## src/shared/adts_pkg.sv

```systemverilog
// Purpose: Constants shared by the conversion trigger select block.
// Assumes: Classic Wishbone register access with 32-bit data words.
// Notes:   Byte addresses are four times the printed register index.
package adts_pkg;

	localparam int ADDR_W = 10;
	localparam logic [7:0] IDX_TRIG_CTRL = 8'h7B;
	localparam logic [7:0] IDX_PIN_DIS = 8'h7E;
	localparam logic [7:0] IDX_CONV_CTRL = 8'hF0;
	localparam logic [7:0] IDX_STATUS = 8'hF1;
	localparam logic [7:0] RST_TRIG_CTRL = 8'h00;
	localparam logic [7:0] RST_PIN_DIS = 8'h00;
	localparam logic [7:0] MASK_TRIG_CTRL = 8'h07;
	localparam logic [7:0] MASK_PIN_DIS = 8'h3F;
	localparam int SRC_LSB = 0;
	localparam int SRC_W = 3;
	localparam int PIN_W = 6;
	localparam int CC_EN_BIT = 0;
	localparam int CC_ATE_BIT = 1;
	localparam int CC_DONE_BIT = 2;
	localparam logic [2:0] SRC_FREE = 3'h0;
	localparam logic [2:0] SRC_COMP = 3'h1;
	localparam logic [2:0] SRC_EXT0 = 3'h2;
	localparam logic [2:0] SRC_T0_CMPA = 3'h3;
	localparam logic [2:0] SRC_T0_OVF = 3'h4;
	localparam logic [2:0] SRC_T1_CMPB = 3'h5;
	localparam logic [2:0] SRC_T1_OVF = 3'h6;
	localparam logic [2:0] SRC_T1_CAPT = 3'h7;

endpackage : adts_pkg

```

## src/rtl/adts_edge_detect.sv

```systemverilog
// Purpose: Rising edge detector for the selected trigger level.
// Assumes: Level is synchronous to sys_clk.
// Notes:   The stored level follows the selected source every cycle.
`timescale 1ns/1ps
module adts_edge_detect (
	input  wire logic sys_clk,
	input  wire logic reset,
	input  wire logic level,
	output logic      rise
);
	logic prev;

	// Storing the muxed level makes a source switch look like an edge.
	always_ff @(posedge sys_clk) begin
		if (reset) begin
			prev <= 1'b0;
		end else begin
			prev <= level;
		end
	end

	assign rise = level & ~prev;

endmodule : adts_edge_detect

```

## src/rtl/adts_pin_gate.sv

```systemverilog
// Purpose: Digital input buffer gating for the six analog pins.
// Assumes: Pin levels are synchronous to sys_clk.
// Notes:   Pins six and seven have no buffer and are not handled here.
`timescale 1ns/1ps
module adts_pin_gate (
	input  wire logic       sys_clk,
	input  wire logic       reset,
	input  wire logic [5:0] pin_level,
	input  wire logic [5:0] buffer_off,
	output logic      [5:0] pin_read
);
	genvar i;

	generate
		for (i = 0; i < 6; i++) begin : g_pin
			always_ff @(posedge sys_clk) begin
				if (reset) begin
					pin_read[i] <= 1'b0;
				end else begin
					pin_read[i] <= pin_level[i] & ~buffer_off[i];
				end
			end
		end
	endgenerate

endmodule : adts_pin_gate

```

## src/rtl/adts_trigger_select.sv

```systemverilog
// Purpose: Auto-trigger source selection and analog pin input disable.
// Assumes: Event flags are synchronous levels from on-chip peripherals.
// Notes:   Conversion itself is outside; this block issues start pulses.
`timescale 1ns/1ps
// Summary of operation
// Software writes zero to reserved trigger-control bits.
// Source field acts only while auto-trigger enable is set.
// A rising edge of the selected flag starts a conversion.
// Switching from a low to a high source acts as an edge.
// Switching to free running never creates a trigger.
// Codes 0-3: free run, comparator, external 0, timer0 match A.
// Codes 4-7: timer0 overflow, timer1 match B, overflow, capture.
// Each disable bit turns off the buffer of analog pin 0-5.
// A disabled pin reads zero in the port input register.
// Software writes zero to the two upper disable bits.
// Software should disable buffers on unused analog pins.
// Analog pins 6 and 7 have no disable bits.
// Auto-trigger starts a conversion on each selected positive edge.
// Done flag sets at conversion end and drives free running.
// Selected level is stored each clock; high now, low before is edge.
// Reserved bits read zero and ignore writes.
module adts_trigger_select (
	input  wire logic                        sys_clk,
	input  wire logic                        reset,
	input  wire logic                        wb_cyc_i,
	input  wire logic                        wb_stb_i,
	input  wire logic                        wb_we_i,
	input  wire logic [adts_pkg::ADDR_W-1:0] wb_adr_i,
	input  wire logic [3:0]                  wb_sel_i,
	input  wire logic [31:0]                 wb_dat_i,
	output logic      [31:0]                 wb_dat_o,
	output logic                             wb_ack_o,
	input  wire logic                        comparator_flag,
	input  wire logic                        ext_irq0_flag,
	input  wire logic                        t0_match_a_flag,
	input  wire logic                        t0_overflow_flag,
	input  wire logic                        t1_match_b_flag,
	input  wire logic                        t1_overflow_flag,
	input  wire logic                        t1_capture_flag,
	input  wire logic                        conversion_finished,
	input  wire logic [5:0]                  analog_pin_level,
	output logic      [5:0]                  port_input,
	output logic      [5:0]                  analog_pin_buffer_off,
	output logic                             conversion_start
);
	logic [7:0] conversion_trigger_control;
	logic [7:0] analog_pin_input_disable;
	logic       converter_enable;
	logic       auto_trigger_enable;
	logic       conversion_done_flag;
	logic [2:0] trigger_source_select;
	logic       sel_level;
	logic       trig_rise;
	logic       acc;
	logic       wr;
	logic [7:0] idx;
	logic [7:0] wbyte;
	logic [7:0] next_rdata;

	function automatic logic hit(input logic [7:0] a, input logic [7:0] b);
		hit = (a == b);
	endfunction : hit

	assign acc = wb_cyc_i & wb_stb_i & ~wb_ack_o;
	// Writes land on the edge where the master sees ack, so both agree.
	assign wr = wb_cyc_i & wb_stb_i & wb_ack_o & wb_we_i & wb_sel_i[0];
	assign idx = wb_adr_i[9:2];
	assign wbyte = wb_dat_i[7:0];
	assign trigger_source_select =
		conversion_trigger_control[adts_pkg::SRC_LSB +: adts_pkg::SRC_W];

	// Ack one cycle after the request, and drop it the next cycle.
	always_ff @(posedge sys_clk) begin
		if (reset) begin
			wb_ack_o <= 1'b0;
		end else begin
			wb_ack_o <= acc;
		end
	end

	// Reserved bits are masked on write so they stay zero.
	always_ff @(posedge sys_clk) begin
		if (reset) begin
			conversion_trigger_control <= adts_pkg::RST_TRIG_CTRL;
			analog_pin_input_disable <= adts_pkg::RST_PIN_DIS;
		end else if (wr) begin
			if (hit(idx, adts_pkg::IDX_TRIG_CTRL)) begin
				conversion_trigger_control <=
					wbyte & adts_pkg::MASK_TRIG_CTRL;
			end
			if (hit(idx, adts_pkg::IDX_PIN_DIS)) begin
				analog_pin_input_disable <=
					wbyte & adts_pkg::MASK_PIN_DIS;
			end
		end
	end

	always_ff @(posedge sys_clk) begin
		if (reset) begin
			converter_enable <= 1'b0;
			auto_trigger_enable <= 1'b0;
		end else if (wr && hit(idx, adts_pkg::IDX_CONV_CTRL)) begin
			converter_enable <= wbyte[adts_pkg::CC_EN_BIT];
			auto_trigger_enable <= wbyte[adts_pkg::CC_ATE_BIT];
		end
	end

	// A new completion wins over a write-one clear in the same cycle.
	always_ff @(posedge sys_clk) begin
		if (reset) begin
			conversion_done_flag <= 1'b0;
		end else if (conversion_finished) begin
			conversion_done_flag <= 1'b1;
		end else if (wr && hit(idx, adts_pkg::IDX_CONV_CTRL)
			&& wbyte[adts_pkg::CC_DONE_BIT]) begin
			conversion_done_flag <= 1'b0;
		end
	end

	// Free running is forced low so switching to it cannot make an edge.
	always_comb begin
		case (trigger_source_select) // see
			adts_pkg::SRC_FREE:    sel_level = 1'b0;
			adts_pkg::SRC_COMP:    sel_level = comparator_flag;
			adts_pkg::SRC_EXT0:    sel_level = ext_irq0_flag;
			adts_pkg::SRC_T0_CMPA: sel_level = t0_match_a_flag;
			adts_pkg::SRC_T0_OVF:  sel_level = t0_overflow_flag;
			adts_pkg::SRC_T1_CMPB: sel_level = t1_match_b_flag;
			adts_pkg::SRC_T1_OVF:  sel_level = t1_overflow_flag;
			adts_pkg::SRC_T1_CAPT: sel_level = t1_capture_flag;
			default:               sel_level = 1'b0;
		endcase
	end

	adts_edge_detect u_edge (
		.sys_clk (sys_clk),
		.reset   (reset),
		.level   (sel_level),
		.rise    (trig_rise)
	);

	// Free running restarts on each finished conversion instead of an edge.
	always_ff @(posedge sys_clk) begin
		if (reset) begin
			conversion_start <= 1'b0;
		end else if (!converter_enable || !auto_trigger_enable) begin
			conversion_start <= 1'b0;
		end else if (trigger_source_select == adts_pkg::SRC_FREE) begin
			conversion_start <= conversion_finished;
		end else begin
			conversion_start <= trig_rise; // see see
		end
	end

	always_ff @(posedge sys_clk) begin
		if (reset) begin
			analog_pin_buffer_off <= 6'h00;
		end else begin
			analog_pin_buffer_off <=
				analog_pin_input_disable[adts_pkg::PIN_W-1:0];
		end
	end

	adts_pin_gate u_gate (
		.sys_clk    (sys_clk),
		.reset      (reset),
		.pin_level  (analog_pin_level),
		.buffer_off (analog_pin_input_disable[adts_pkg::PIN_W-1:0]),
		.pin_read   (port_input)
	);

	always_comb begin
		next_rdata = 8'h00;
		case (idx)
			adts_pkg::IDX_TRIG_CTRL: next_rdata = conversion_trigger_control;
			adts_pkg::IDX_PIN_DIS:   next_rdata = analog_pin_input_disable;
			adts_pkg::IDX_CONV_CTRL: next_rdata = {5'h00,
				conversion_done_flag, auto_trigger_enable, converter_enable};
			adts_pkg::IDX_STATUS:    next_rdata = {7'h00, sel_level};
			default:                 next_rdata = 8'h00;
		endcase
	end

	always_ff @(posedge sys_clk) begin
		if (reset) begin
			wb_dat_o <= 32'h0000_0000;
		end else if (acc && !wb_we_i) begin
			wb_dat_o <= {24'h00_0000, next_rdata};
		end else begin
			wb_dat_o <= 32'h0000_0000;
		end
	end
endmodule : adts_trigger_select

```

## config.mk

```make
export PLATFORM = sky130hd
export DESIGN_NAME = adts_trigger_select
export DESIGN_NICKNAME = d
export VERILOG_FILES = /design/src/shared/adts_pkg.sv /design/src/rtl/adts_edge_detect.sv /design/src/rtl/adts_pin_gate.sv /design/src/rtl/adts_trigger_select.sv
export SDC_FILE = /design/constraint.sdc
export NUM_CORES = 1
export LEC_CHECK = 0
export BUFFER_PORTS_ARGS = -buffer_cell sky130_fd_sc_hd__buf_2
export CAP_MARGIN = 20
export CORE_MARGIN = 3
export CORE_UTILIZATION = 36
export CTS_CLUSTER_SIZE = 8
export DETAILED_ROUTE_END_ITERATION = 7
export PLACE_DENSITY = 0.85
export SYNTH_ARGS = -nofsm -noshare
export SYNTH_HDL_FRONTEND = slang
export SYNTH_SLANG_ARGS = --single-unit
```

## constraint.sdc

```tcl
create_clock -name sys_clk -period 1.45 [get_ports sys_clk]
set_input_delay 0.0725 -clock sys_clk [delete_from_list [all_inputs] [get_ports sys_clk]]
set_output_delay 0.0725 -clock sys_clk [all_outputs]
set_load 0.02 [all_outputs]
```

; Word-level counts from Yosys, hierarchy flattened
; Cells that the tools add are included.
[word_totals]
regBits = 59
latch_bits = 0
ramBits = 0
romBits = 0
inputBits = 65
out_inout_bits = 46
wordCells = 67
mem_count = 0
[op_classes]
n_addsub = 0
multipliers = 0
div_mod_pow = 0
order_cmp = 0
n_eq_ne = 11
shift = 0
mux = 5
n_bitwise = 21
n_reduce_logical = 13
[ops]
columns = op, count
row1 = one-hot mux 6 bit (4 select lines), 1
row2 = == test 8 x 7 -> 1 bit (second input constant), 2
row3 = == test 8 bit (second input constant), 2
row4 = AND 1 bit, 12
row5 = == test 3 bit (second input constant), 4
row6 = NOT 1 bit, 9
row7 = one-hot mux 1 bit (8 select lines), 1
row8 = == test 3 x 2 -> 1 bit (second input constant), 2
row9 = AND reduction 2 bit, 2
row10 = OR reduction 2 bit, 2
row11 = == test 3 x 1 -> 1 bit (second input constant), 1
row12 = logical AND 1 bit, 3
row13 = zero test 1 bit, 3
row14 = zero test 3 bit, 1
row15 = two-way mux 1 bit, 3
row16 = nonzero test 2 bit, 1
row17 = logical OR 1 bit, 1

; Logic depth before layout (Yosys ltp)
; Gate-level depths: netlist of the first run.
[logic_depth]
depth_word = 8
ltp_mapped = 5

; Cells and area by module
; Synthesis of the first run repeated with hierarchy kept, for this count alone.
[unflattened]
hier_cells = 164
area_unflattened_um2 = 1520.2
[modules_own_cells]
columns = module, instances, cells_per_inst, area_each_um2, seq_area_each_um2
row1 = adts_trigger_select, 1, 149, 1302.5, 520.5
row2 = adts_pin_gate, 1, 12, 170.2, 120.1
row3 = adts_edge_detect, 1, 3, 47.5, 20.0

; Least setup slack after synthesis of the first run
; Ideal clock, no wire load.
[synth_path]
kind = reg2reg
startpoint = register conversion_trigger_control[1]
endpoint = register wb_dat_o[0]
arrival_time_ns = 1.488
setup_slack_ns = -0.109
path_stages_with_launch = 6
path_buffers = 1
period_less_slack_ns = 1.559
cell_sequence = dfxtp_1 > buf_6 > mux2i_1 > mux4_2 > or4_1 > a21oi_1
[synth_via]
elab_chain_len = 3
elab_cells_between_ends = 10
[synth_lines]
columns = item, line
row1 = start: declaration, adts_trigger_select.sv:46  ; logic [7:0] conversion_trigger_control;
row2 = start signal: assignment, adts_trigger_select.sv:84  ; conversion_trigger_control <= adts_pkg::RST_TRIG_CTRL;
row3 = start signal: assignment, adts_trigger_select.sv:88  ; conversion_trigger_control <=
row4 = "== test 3 bit, or another cell as far along", adts_trigger_select.sv:122  ; case (trigger_source_select)
row5 = one-hot mux 1 bit (8 select lines) (*), adts_trigger_select.sv:122
row6 = one-hot mux 6 bit (4 select lines) (*), adts_trigger_select.sv:174  ; case (idx)
row7 = end signal: assignment, adts_trigger_select.sv:188  ; wb_dat_o <= {24'h00_0000, next_rdata};
row8 = end: declaration, adts_trigger_select.sv:31  ; output logic [31:0] wb_dat_o,
; Every way passes the cells marked *; elsewhere a longest branch is shown, timed or not.
; A chain may end at the register's enable or synchronous reset.

; Worst setup path after layout of the first run
; Ends and elaborated chain as after synthesis.

==> results by group, run 1 <==
Cells and area
  – Layout Area Growth over Synthesis: 25.9%
  – Fraction of layout cells with a size suffix above 1: 0.366
  – Nets: 291
  – N_diodes: 0

Worst setup path
  – Worst setup SP type: register
  – CP Data Required Time: 1670 ps
  – CP arrival: 1810 ps
  – Maximum net fanout on the critical path: 5
  – CP Class: register to register
  – R2R depth: 4
  – Crit. End Element: register

CTS
  – Cts bufs inserted: 5
  – Reg clk slew, reported paths: 70 ps
  – CTS H-tree lvls: 2
  – CTS Buffer Depth: 2
  – Clk root buf: clkbuf_8
  – Clock latency on the worst-skew pair: 280 ps
  – Clk sink count: 33
  – Hold-fix buffers, CTS: 0
  – CTS tree: built

Floorplanning
  – Std cell rows: 22
  – DIE HEIGHT: 70.7 um
  – Die area: 0.00500 mm2
  – Core area: 0.00385 mm2
  – Effective utilization at floorplan: 0.391
  – Die width: 70.7 um
  – Ports: 111

Route
  – DRT Pass-1 Iters: 4
  – Total Wirelength: 3.45 mm
  – Vias: 1358
  – DRT iter0 DRCs: 82
  – Remaining DRCs: 0
  – Routed Antenna Nets: 0
  – WL per Instance: 12.5 um
  – Vias per Instance: 4.94

Global routing
  – Initial antenna violation count: 0
  – Vias in the first global route: 1258
  – Gr usage total: 0.136
  – Largest net degree at the start of global routing: 28
  – Total grt overflow: 0
  – First-pass GRT wire length: 5.49 mm

Synth
  – Post-synthesis cell count: 160
  – FF+latch count, synth: 33
  – Syn Std Cell Area: 0.00151 mm2
  – Netlist cell types: 36
  – Avg Inst Size Synth: 9.42 um2
  – EDFF count, synth: 0
  – Register area share after synthesis: 0.439
  – Yosys top cell by area: dfxtp_1
  – Async SR Flop Fraction: 0
  – Ys flop type: dfxtp_1
  – Count leader, synth: dfxtp_1
  – Synth area leaders: dfxtp_1 44%, buf_4 13%, a21oi_1 4.0%, o21ai_0 4.0%, nand3_1 3.7%
  – Top cells by count, synth: 33 x dfxtp_1, 26 x buf_4, 12 x a21oi_1, 12 x o21ai_0, 11 x nand3_1
  – Synth top area share: 0.439
  – Synth warn: 0

Timing
  – Min cycle time layout: 1600 ps
  – # setup viols final: 2
  – RSZ-0062 raised after global routing: true
  – Layout Skew: 3.49 ps
  – Final hold violations: 0
  – Setup WS post-layout: -145 ps
  – Fmax: 627 MHz
  – Fin crit share: 1.10
  – Pins over their slew limit: 0

Place
  – HPWL Detailed: 2.75 mm
  – IO buf count: 53
  – Pre-CTS WS: -209 ps
  – Gp weighted congestion: 0.879

Hold path
  – Min-Delay Path Class: primary input to register
  – Hold-critical path depth: 3

Power and ir drop
  – Total design power: 1.79 mW
  – Total power per unit cell area: 942 mW/mm2
  – Leakage Power: 0.846 nW
  – Max VDD drop: 0.301 mV

Run status
  – Outcome: finished with violations
  – Failing checks: setup timing

Run
  – Max Cap Viol: 0
critical path, stage by stage (launching register included):
cell and delay (ps):
dfxtp_4 370, mux2i_1 120, mux4_2 500, or4_4 430, a21oi_2 120
state kept, by name (all words and copies together), names as in the netlist:
register	count
analog_pin_buffer_off	6
analog_pin_input_disable	6
auto_trigger_enable	1
conversion_done_flag	1
conversion_start	1
conversion_trigger_control	3
converter_enable	1
u_edge.prev	1
u_gate.pin_read	6
wb_ack_o	1
wb_dat_o	6
worst paths after layout:
check                                        startpoint                                       end  slack, ps
min reg2reg    analog_pin_input_disable[3]$_SDFFE_PP0P_             u_gate.pin_read[3]$_SDFF_PP0_        460
min                                         wb_dat_i[5]  analog_pin_input_disable[5]$_SDFFE_PP0P_         40
max          conversion_trigger_control[1]$_SDFFE_PP0P_                    wb_dat_o[0]$_SDFF_PP0_       -150
max reg2reg  conversion_trigger_control[1]$_SDFFE_PP0P_                    wb_dat_o[0]$_SDFF_PP0_       -150
logic make-up after synthesis:
logic type / after synthesis / share of synthesized area
muxes: 4 / 0.0349
other: 1 / 0.00249
buffers and inverters: 32 / 0.149
and+or+nand+nor: 58 / 0.254
DFF: 33 / 0.439
AOI/OAI and AO/OA: 32 / 0.120
placed cells by master (no fill, tap or decap), types with 4 or more instances in the layout:
| cell | n |
|---|---|
| a21oi_1 | 11 |
| conb_1 | 26 |
| buf_2 | 53 |
| nor2_1 | 5 |
| o21ai_0 | 12 |
| buf_4 | 13 |
| clkbuf_8 | 5 |
| and3_1 | 4 |
| nor3b_1 | 6 |
| nand3_1 | 11 |
| nor2b_1 | 8 |
| dfxtp_1 | 32 |
through the flow:
stage | hold slack [ps] | cells | TNS, ps | utilization | instance area, um2
floorplan | 216 | 185 | -109 | - | 1600
global placement | 337 | 266 | -180 | 0.465 | 1790
detailed placement | 341 | 266 | -426 | 0.465 | 1790
CTS | 35.4 | 274 | -211 | 0.488 | 1880
global route | 37.1 | 275 | -271 | 0.492 | 1900
finish | 38.2 | 275 | -219 | 0.492 | 1900
routing by layer:
| layer | global-route usage | vias to the layer above | wire length [um] |
|---|---|---|---|
| met3 | 0.0639 | 7 | 473 |
| met1 | 0.152 | 617 | 1290 |
| met2 | 0.222 | 82 | 1640 |
| met5 | 0 | - | 0 |
| met4 | 0.0543 | 0 | 42 |
| li1 | - | 652 | - |
power by group:
group / internal [mW] / switching [mW]
logic: 0.0704 / 0.140
clock network: 0.330 / 0.326
registers: 0.916 / 0.00381
cell type report:
cell class	instances	area (um2)
fill	372	1960
multi-input combinational	120	723
clock buffer	5	68.8
timing repair buffer	66	363
clock inverter	3	17.5
sequential	33	664
tap	48	60.1
timing repair:
item / CTS / global route
gates resized for setup: 2 / 3
setup buffers: 0 / 1
cloned: 0 / 0
pin swaps: 0 / 1
endpoints found under the setup margin: 2 / 11
(Power assumes the default switching activity.)
==> inputs of run 2 (changes only) <==
- PLACE_DENSITY: 0.85 -> 0.84
- SYNTH_HIERARCHICAL: default -> 1
==> run 2 against run 1 <==
- the flow still finishes with violations (setup timing)
- register-to-register slack barely moved
- clock-buffer cell count grew 2
- via count shrank 5.1%
- utilization grew 0.32 points
- combinational power shrank 5%
- sequential share of layout area fell by 0.23 points
- die area increased by 0.84%
- global-route usage fell by 0.34 points
- critical path type unchanged
==> results by group, run 2 <==
Power and ir drop
  – Logic pwr share: 0.111 (was 0.118)
  – Switching share of power: 0.247 (was 0.263)
  – NetSw: 0.445 mW (was 0.470 mW)
  – Reg power frac: 0.510 (was 0.515)
  – Cell-internal power: 1.36 mW (was 1.32 mW)
  – Total design power: 1.81 mW (was 1.79 mW)
  – Max VDD drop: 0.406 mV (was 0.301 mV)
  – Clock network power share: 0.379 (was 0.367)
  – Leakage Power: 0.864 nW (was 0.846 nW)
  – Total power per unit cell area: 946 mW/mm2 (was 942 mW/mm2)

Timing
  – Min cycle time layout: 1610 ps (was 1600 ps)
  – Layout Skew: 4.25 ps (was 3.49 ps)
  – Fmax: 621 MHz (was 627 MHz)
  – Final hold violations: 0 (unchanged)
  – Worst hold slack: 49.4 ps (was 38.2 ps)
  – # setup viols final: 2 (unchanged)
  – Fin crit share: 1.11 (was 1.10)
  – RSZ-0062 raised after global routing: true (unchanged)
  – Pins over their slew limit: 0 (unchanged)
  – Setup WS post-layout: -160 ps (was -145 ps)

Place
  – Pre-CTS WS: -147 ps (was -209 ps)
  – Gp weighted congestion: 0.872 (was 0.879)
  – HPWL Detailed: 2.73 mm (was 2.75 mm)
  – IO buf count: 53 (unchanged)
  – Placed cell area: 0.00181 mm2 (was 0.00179 mm2)
  – Post-Place Cells: 269 (was 266)

Worst setup path
  – WP buf/inv: 0 (unchanged)
  – CP arrival: 1770 ps (was 1810 ps)
  – CP Data Required Time: 1610 ps (was 1670 ps)
  – Crit. End Element: register (unchanged)
  – Worst setup SP type: register (unchanged)
  – Family with the most delay on the worst path: multiplexers (unchanged)
  – Slowest stage delay, CP: 510 ps (was 500 ps)
  – Maximum net fanout on the critical path: 4 (was 5)
  – Critical-path top delay cell: mux4_2 (unchanged)
  – CP cell instances: mux2_4 > mux4_2 > nor2b_4 > mux2i_1 > nor3_1 (was mux2i_1 > mux4_2 > or4_4 > a21oi_2)
  – CP Class: register to register (unchanged)

Global routing
  – Total grt overflow: 0 (unchanged)
  – Largest net degree at the start of global routing: 28 (unchanged)
  – First-pass GRT wire length: 5.33 mm (was 5.49 mm)
  – Initial antenna violation count: 0 (unchanged)
  – Vias in the first global route: 1203 (was 1258)
  – Gr usage total: 0.132 (was 0.136)

Synth
  – EDFF count, synth: 0 (unchanged)
  – Async SR Flop Fraction: 0 (unchanged)
  – Post-synthesis cell count: 164 (was 160)
  – Syn Std Cell Area: 0.00152 mm2 (was 0.00151 mm2)
  – Top cells by count, synth: 33 x dfxtp_1, 26 x buf_4, 13 x nand3_1, 12 x a21oi_1, 11 x o21ai_0 (was 33 x dfxtp_1, 26 x buf_4, 12 x a21oi_1, 12 x o21ai_0, 11 x nand3_1)
  – Register area share after synthesis: 0.435 (was 0.439)
  – Avg Inst Size Synth: 9.27 um2 (was 9.42 um2)
  – FF+latch count, synth: 33 (unchanged)
  – Ys flop type: dfxtp_1 (unchanged)
  – Synth warn: 6 (was 0)
  – Synth top area share: 0.435 (was 0.439)
  – Synth area leaders: dfxtp_1 43%, buf_4 13%, nand3_1 4.3%, a21oi_1 4.0%, o21ai_0 3.6% (was dfxtp_1 44%, buf_4 13%, a21oi_1 4.0%, o21ai_0 4.0%, nand3_1 3.7%)
  – Count leader, synth: dfxtp_1 (unchanged)
  – Yosys top cell by area: dfxtp_1 (unchanged)
  – Netlist cell types: 34 (was 36)

CTS
  – Clk sink count: 33 (unchanged)
  – CTS Buffer Depth: 2 (unchanged)
  – Clk root buf: clkbuf_8 (unchanged)
  – CTS tree: built (unchanged)
  – Clock latency on the worst-skew pair: 280 ps (about the same)
  – Cts bufs inserted: 5 (unchanged)
  – Reg clk slew, reported paths: 70 ps (about the same)
  – CTS H-tree lvls: 2 (unchanged)
  – Hold-fix buffers, CTS: 0 (unchanged)

Hold path
  – Min-Delay Path Class: primary input to register (unchanged)

Floorplanning
  – Ports: 111 (unchanged)
  – Effective utilization at floorplan: 0.394 (was 0.391)
  – Die area: 0.00504 mm2 (was 0.00500 mm2)
  – DIE HEIGHT: 71.0 um (was 70.7 um)
  – Core area: 0.00385 mm2 (unchanged)
  – Die width: 71.0 um (was 70.7 um)
  – Std cell rows: 22 (unchanged)

Cells and area
  – Nets: 294 (was 291)
  – Sequential cell area: 664 um2 (unchanged)
  – Layout Cells excl Fill: 277 (was 275)
  – Commonest cells after routing, fill and taps aside: 53 x buf_2, 32 x dfxtp_1, 26 x conb_1, 13 x nand3_1, 12 x a21oi_1 (was 53 x buf_2, 32 x dfxtp_1, 26 x conb_1, 13 x buf_4, 12 x o21ai_0)
  – Fin area: 0.00191 mm2 (was 0.00190 mm2)
  – Layout Area Growth over Synthesis: 25.6% (was 25.9%)
  – Fraction of layout cells with a size suffix above 1: 0.358 (was 0.366)
  – N_diodes: 0 (unchanged)
  – Filler cells: 379 (was 372)
  – Commonest non-fill, non-tap cell in the layout: buf_2 (unchanged)
  – Footprint of the multi-input gates: 751 um2 (was 723 um2)

Route
  – WL per Instance: 12.4 um (was 12.5 um)
  – Total Wirelength: 3.43 mm (was 3.45 mm)
  – DRT iter0 DRCs: 49 (was 82)
  – Vias: 1289 (was 1358)
  – Routed Antenna Nets: 0 (unchanged)
  – DRT Pass-1 Iters: 4 (unchanged)
  – Vias per Instance: 4.65 (was 4.94)
  – Remaining DRCs: 0 (unchanged)

Run status
  – Outcome: finished with violations (unchanged)
  – Failing checks: setup timing (unchanged)

Run
  – Max Cap Viol: 0 (unchanged)
run 2: cell types whose count changed in the layout (fill, tap and decap cells not counted), sizes merged, moves of 2 or more:
cell and change:
nor2b +2, and3 -2, and2 +4, inv +2, mux2 +3, nor3 +4
clkbuf +2, buf -3, mux2i -2, clkinv -2
run 2: cells by family after synthesis:
| logic type | Yosys count | share of synthesized area |
|---|---|---|
| compound gates | 31 | 0.115 |
| flops | 33 | 0.435 |
| other cells | 1 | 0.00247 |
| buf+inv | 32 | 0.143 |
| mux | 5 | 0.0436 |
| simple gates | 62 | 0.261 |
run 2: through the flow:
| step | utilization | TNS [ps] |
|---|---|---|
| finish | 0.495 | -311 |
| global placement | 0.470 | -181 |
| global route | 0.495 | -449 |
| detailed placement | 0.470 | -220 |
| floorplan | - | -125 |
| CTS | 0.493 | -242 |
run 2: path summary, 6_finish.rpt:
path / start / to / slack [ps] / cells after the start
setup / recovery: conversion_trigger_control[0]$_SDFFE_PP0P_ / conversion_start$_SDFF_PP0_ / -160 / 5
hold reg to reg: analog_pin_input_disable[5]$_SDFFE_PP0P_ / u_gate/pin_read[5]$_SDFF_PP0_ / 450 / 1
setup reg to reg: conversion_trigger_control[0]$_SDFFE_PP0P_ / conversion_start$_SDFF_PP0_ / -160 / 5
hold / removal: wb_dat_i[4] / analog_pin_input_disable[4]$_SDFFE_PP0P_ / 50 / 3
run 2: area by class of cell:
type,count,area share
tap,48,0.0315
multi-input combinational,124,0.393
sequential,33,0.348
inverter,2,0.00393
clock buffer,7,0.0452
timing repair buffer,63,0.178
run 2: routing by layer:
layer	routed length, um	part of all wire	vias to the layer above	global-route usage
met5	0	0	-	0
li1	-	-	650	-
met1	1500	0.44	576	0.156
met2	1600	0.47	59	0.228
met4	23	0.0067	0	0.0334
met3	299	0.087	4	0.0483
run 2: what timing repair did:
action | in CTS | in global routing
pin swaps | 0 | 0
setup endpoints to repair | 2 | 3
resized for setup | 0 | 2
setup buffers | 0 | 1
run 2: worst register-to-register path: stages (launching register included):
cell and delay (ps):
dfxtp_4 370, mux2_4 290, mux4_2 510, nor2b_4 140
mux2i_1 120, nor3_1 50
run 2: power by group through the flow:
stage | clock network [mW] | logic (mW) | registers, mW
2_1_floorplan | 0 | 0.155 | 0.954
3_3_place_gp | 0 | 0.196 | 0.940
3_5_place_dp | 0 | 0.199 | 0.941
4_1_cts | 0.701 | 0.200 | 0.921
5_1_grt | 0.741 | 0.217 | 0.921
6_report | 0.684 | 0.201 | 0.921
==> inputs of run 3 (changes only) <==
- MAX_ROUTING_LAYER: default -> met4
- REMOVE_ABC_BUFFERS: default -> 1
==> run 3 against run 2 <==
- the flow still finishes with violations (setup timing)
- sequential cell count did not move
- clock-buffer cell count shrank 2
- via count grew 0.47%
- critical path type unchanged
- critical endpoint unchanged
- largest cell class unchanged
==> results by group, run 3 (synthesis gave the netlist of run 2 again) <==
Floorplanning
  – Die area: 0.00504 mm2 (unchanged)
  – Core area: 0.00385 mm2 (unchanged)
  – Std cell rows: 22 (unchanged)
  – DIE HEIGHT: 71.0 um (unchanged)
  – Effective utilization at floorplan: 0.394 (unchanged)
  – Ports: 111 (unchanged)
  – Die width: 71.0 um (unchanged)

Cells and area
  – Nets: 293 (was 294)
  – Layout Area Growth over Synthesis: 24.9% (was 25.6%)
  – Fraction of layout cells with a size suffix above 1: 0.374 (was 0.358)
  – N_diodes: 0 (unchanged)
  – Commonest cells after routing, fill and taps aside: 53 x buf_2, 32 x dfxtp_1, 26 x conb_1, 13 x nand3_1, 12 x a21oi_1 (unchanged)
  – Filler cells: 393 (was 379)
  – Commonest non-fill, non-tap cell in the layout: buf_2 (unchanged)
  – Fin area: 0.00190 mm2 (was 0.00191 mm2)

Run status
  – Failing checks: setup timing (unchanged)
  – Outcome: finished with violations (unchanged)

Timing
  – Fin crit share: 1.11 (about the same)
  – RSZ-0062 raised after global routing: true (unchanged)
  – Final hold violations: 0 (unchanged)
  – Fmax: 621 MHz (about the same)
  – Pins over their slew limit: 0 (unchanged)
  – Setup WS post-layout: -160 ps (about the same)
  – Min cycle time layout: 1610 ps (about the same)
  – Layout Skew: 3.42 ps (was 4.25 ps)
  – # setup viols final: 2 (unchanged)

Power and ir drop
  – Total design power: 1.73 mW (was 1.81 mW)
  – Total power per unit cell area: 912 mW/mm2 (was 946 mW/mm2)
  – Max VDD drop: 0.346 mV (was 0.406 mV)
  – Leakage Power: 0.858 nW (was 0.864 nW)

Run
  – Max Cap Viol: 0 (unchanged)

Route
  – Total Wirelength: 3.37 mm (was 3.43 mm)
  – DRT iter0 DRCs: 41 (was 49)
  – DRT Pass-1 Iters: 4 (unchanged)
  – Remaining DRCs: 0 (unchanged)
  – Vias: 1295 (was 1289)
  – WL per Instance: 12.3 um (was 12.4 um)
  – Routed Antenna Nets: 0 (unchanged)
  – Vias per Instance: 4.71 (was 4.65)

Worst setup path
  – Maximum net fanout on the critical path: 4 (unchanged)
  – Family with the most delay on the worst path: multiplexers (unchanged)
  – Worst setup SP type: register (unchanged)
  – Slowest stage delay, CP: 510 ps (about the same)
  – WP buf/inv: 0 (unchanged)
  – CP Data Required Time: 1600 ps (was 1610 ps)
  – Critical-path top delay cell: mux4_2 (unchanged)
  – CP Class: register to register (unchanged)
  – CP cell instances: mux2_4 > mux4_2 > nor2b_4 > mux2i_1 > nor3_1 (unchanged)
  – Crit. End Element: register (unchanged)
  – CP arrival: 1760 ps (was 1770 ps)

CTS
  – Reg clk slew, reported paths: 60 ps (was 70 ps)
  – CTS tree: built (unchanged)
  – Hold-fix buffers, CTS: 0 (unchanged)
  – Cts bufs inserted: 5 (unchanged)
  – Clk root buf: clkbuf_8 (unchanged)
  – Clk sink count: 33 (unchanged)
  – CTS H-tree lvls: 2 (unchanged)
  – CTS Buffer Depth: 2 (unchanged)
  – Clock latency on the worst-skew pair: 270 ps (was 280 ps)

Global routing
  – First-pass GRT wire length: 5.37 mm (was 5.33 mm)
  – Largest net degree at the start of global routing: 28 (unchanged)
  – Initial antenna violation count: 0 (unchanged)
  – Gr usage total: 0.139 (was 0.132)
  – Total grt overflow: 0 (unchanged)
  – Vias in the first global route: 1151 (was 1203)

Hold path
  – Min-Delay Path Class: primary input to register (unchanged)

Place
  – IO buf count: 53 (unchanged)
  – Gp weighted congestion: 0.915 (was 0.872)
  – Placed cell area: 0.00178 mm2 (was 0.00181 mm2)
  – HPWL Detailed: 2.63 mm (was 2.73 mm)
-- run 3: where the power goes --
part	leakage [nW]	switching, mW	internal (mW)
clock network	0.0399	0.297	0.315
logic	0.550	0.133	0.0653
registers	0.269	0.00416	0.917
total	0.858	0.434	1.30
-- run 3: layout make-up --
cell class	count	area (um2)	area share
timing repair buffer	62	333	0.175
clock inverter	1	5.00	0.00264
sequential	33	664	0.350
inverter	2	7.51	0.00396
clock buffer	5	68.8	0.0363
tap	48	60.1	0.0316
multi-input combinational	124	759	0.400
-- run 3: timing repair --
item,CTS,global route
setup buffers,1,1
pin swaps,1,0
endpoints found under the setup margin,3,6
gates resized for setup,5,6
cloned,0,0
-- run 3: metal layers --
metal | wire [um] | part of all wire | vias up | track usage
met2 | 1540 | 0.46 | 66 | 0.213
li1 | - | - | 647 | -
met1 | 1450 | 0.43 | 576 | 0.174
met4 | 57 | 0.017 | 0 | 0.0480
met5 | 0 | 0 | - | -
met3 | 321 | 0.095 | 6 | 0.0412
-- run 3: final timing paths --
path / from / end / slack [ps] / cells after the start
worst max-delay path: conversion_trigger_control[0]$_SDFFE_PP0P_ / conversion_start$_SDFF_PP0_ / -160 / 5
worst min-delay path: analog_pin_level[3] / u_gate/pin_read[3]$_SDFF_PP0_ / 50 / 2
worst max register to register: conversion_trigger_control[0]$_SDFFE_PP0P_ / conversion_start$_SDFF_PP0_ / -160 / 5
worst min register to register: analog_pin_input_disable[4]$_SDFFE_PP0P_ / u_gate/pin_read[4]$_SDFF_PP0_ / 450 / 1
-- run 3: through the flow --
step,instances,utilization,hold slack [ps],setup WS [ps],setup TNS [ps]
after global placement,267,0.462,311,-189,-306
after CTS,274,0.487,28.9,-170,-263
after floorplan,159,-,137,-177,-283
after global routing,275,0.493,48.9,-229,-433
final,275,0.493,45.6,-160,-309
after detailed placement,267,0.462,334,-254,-485
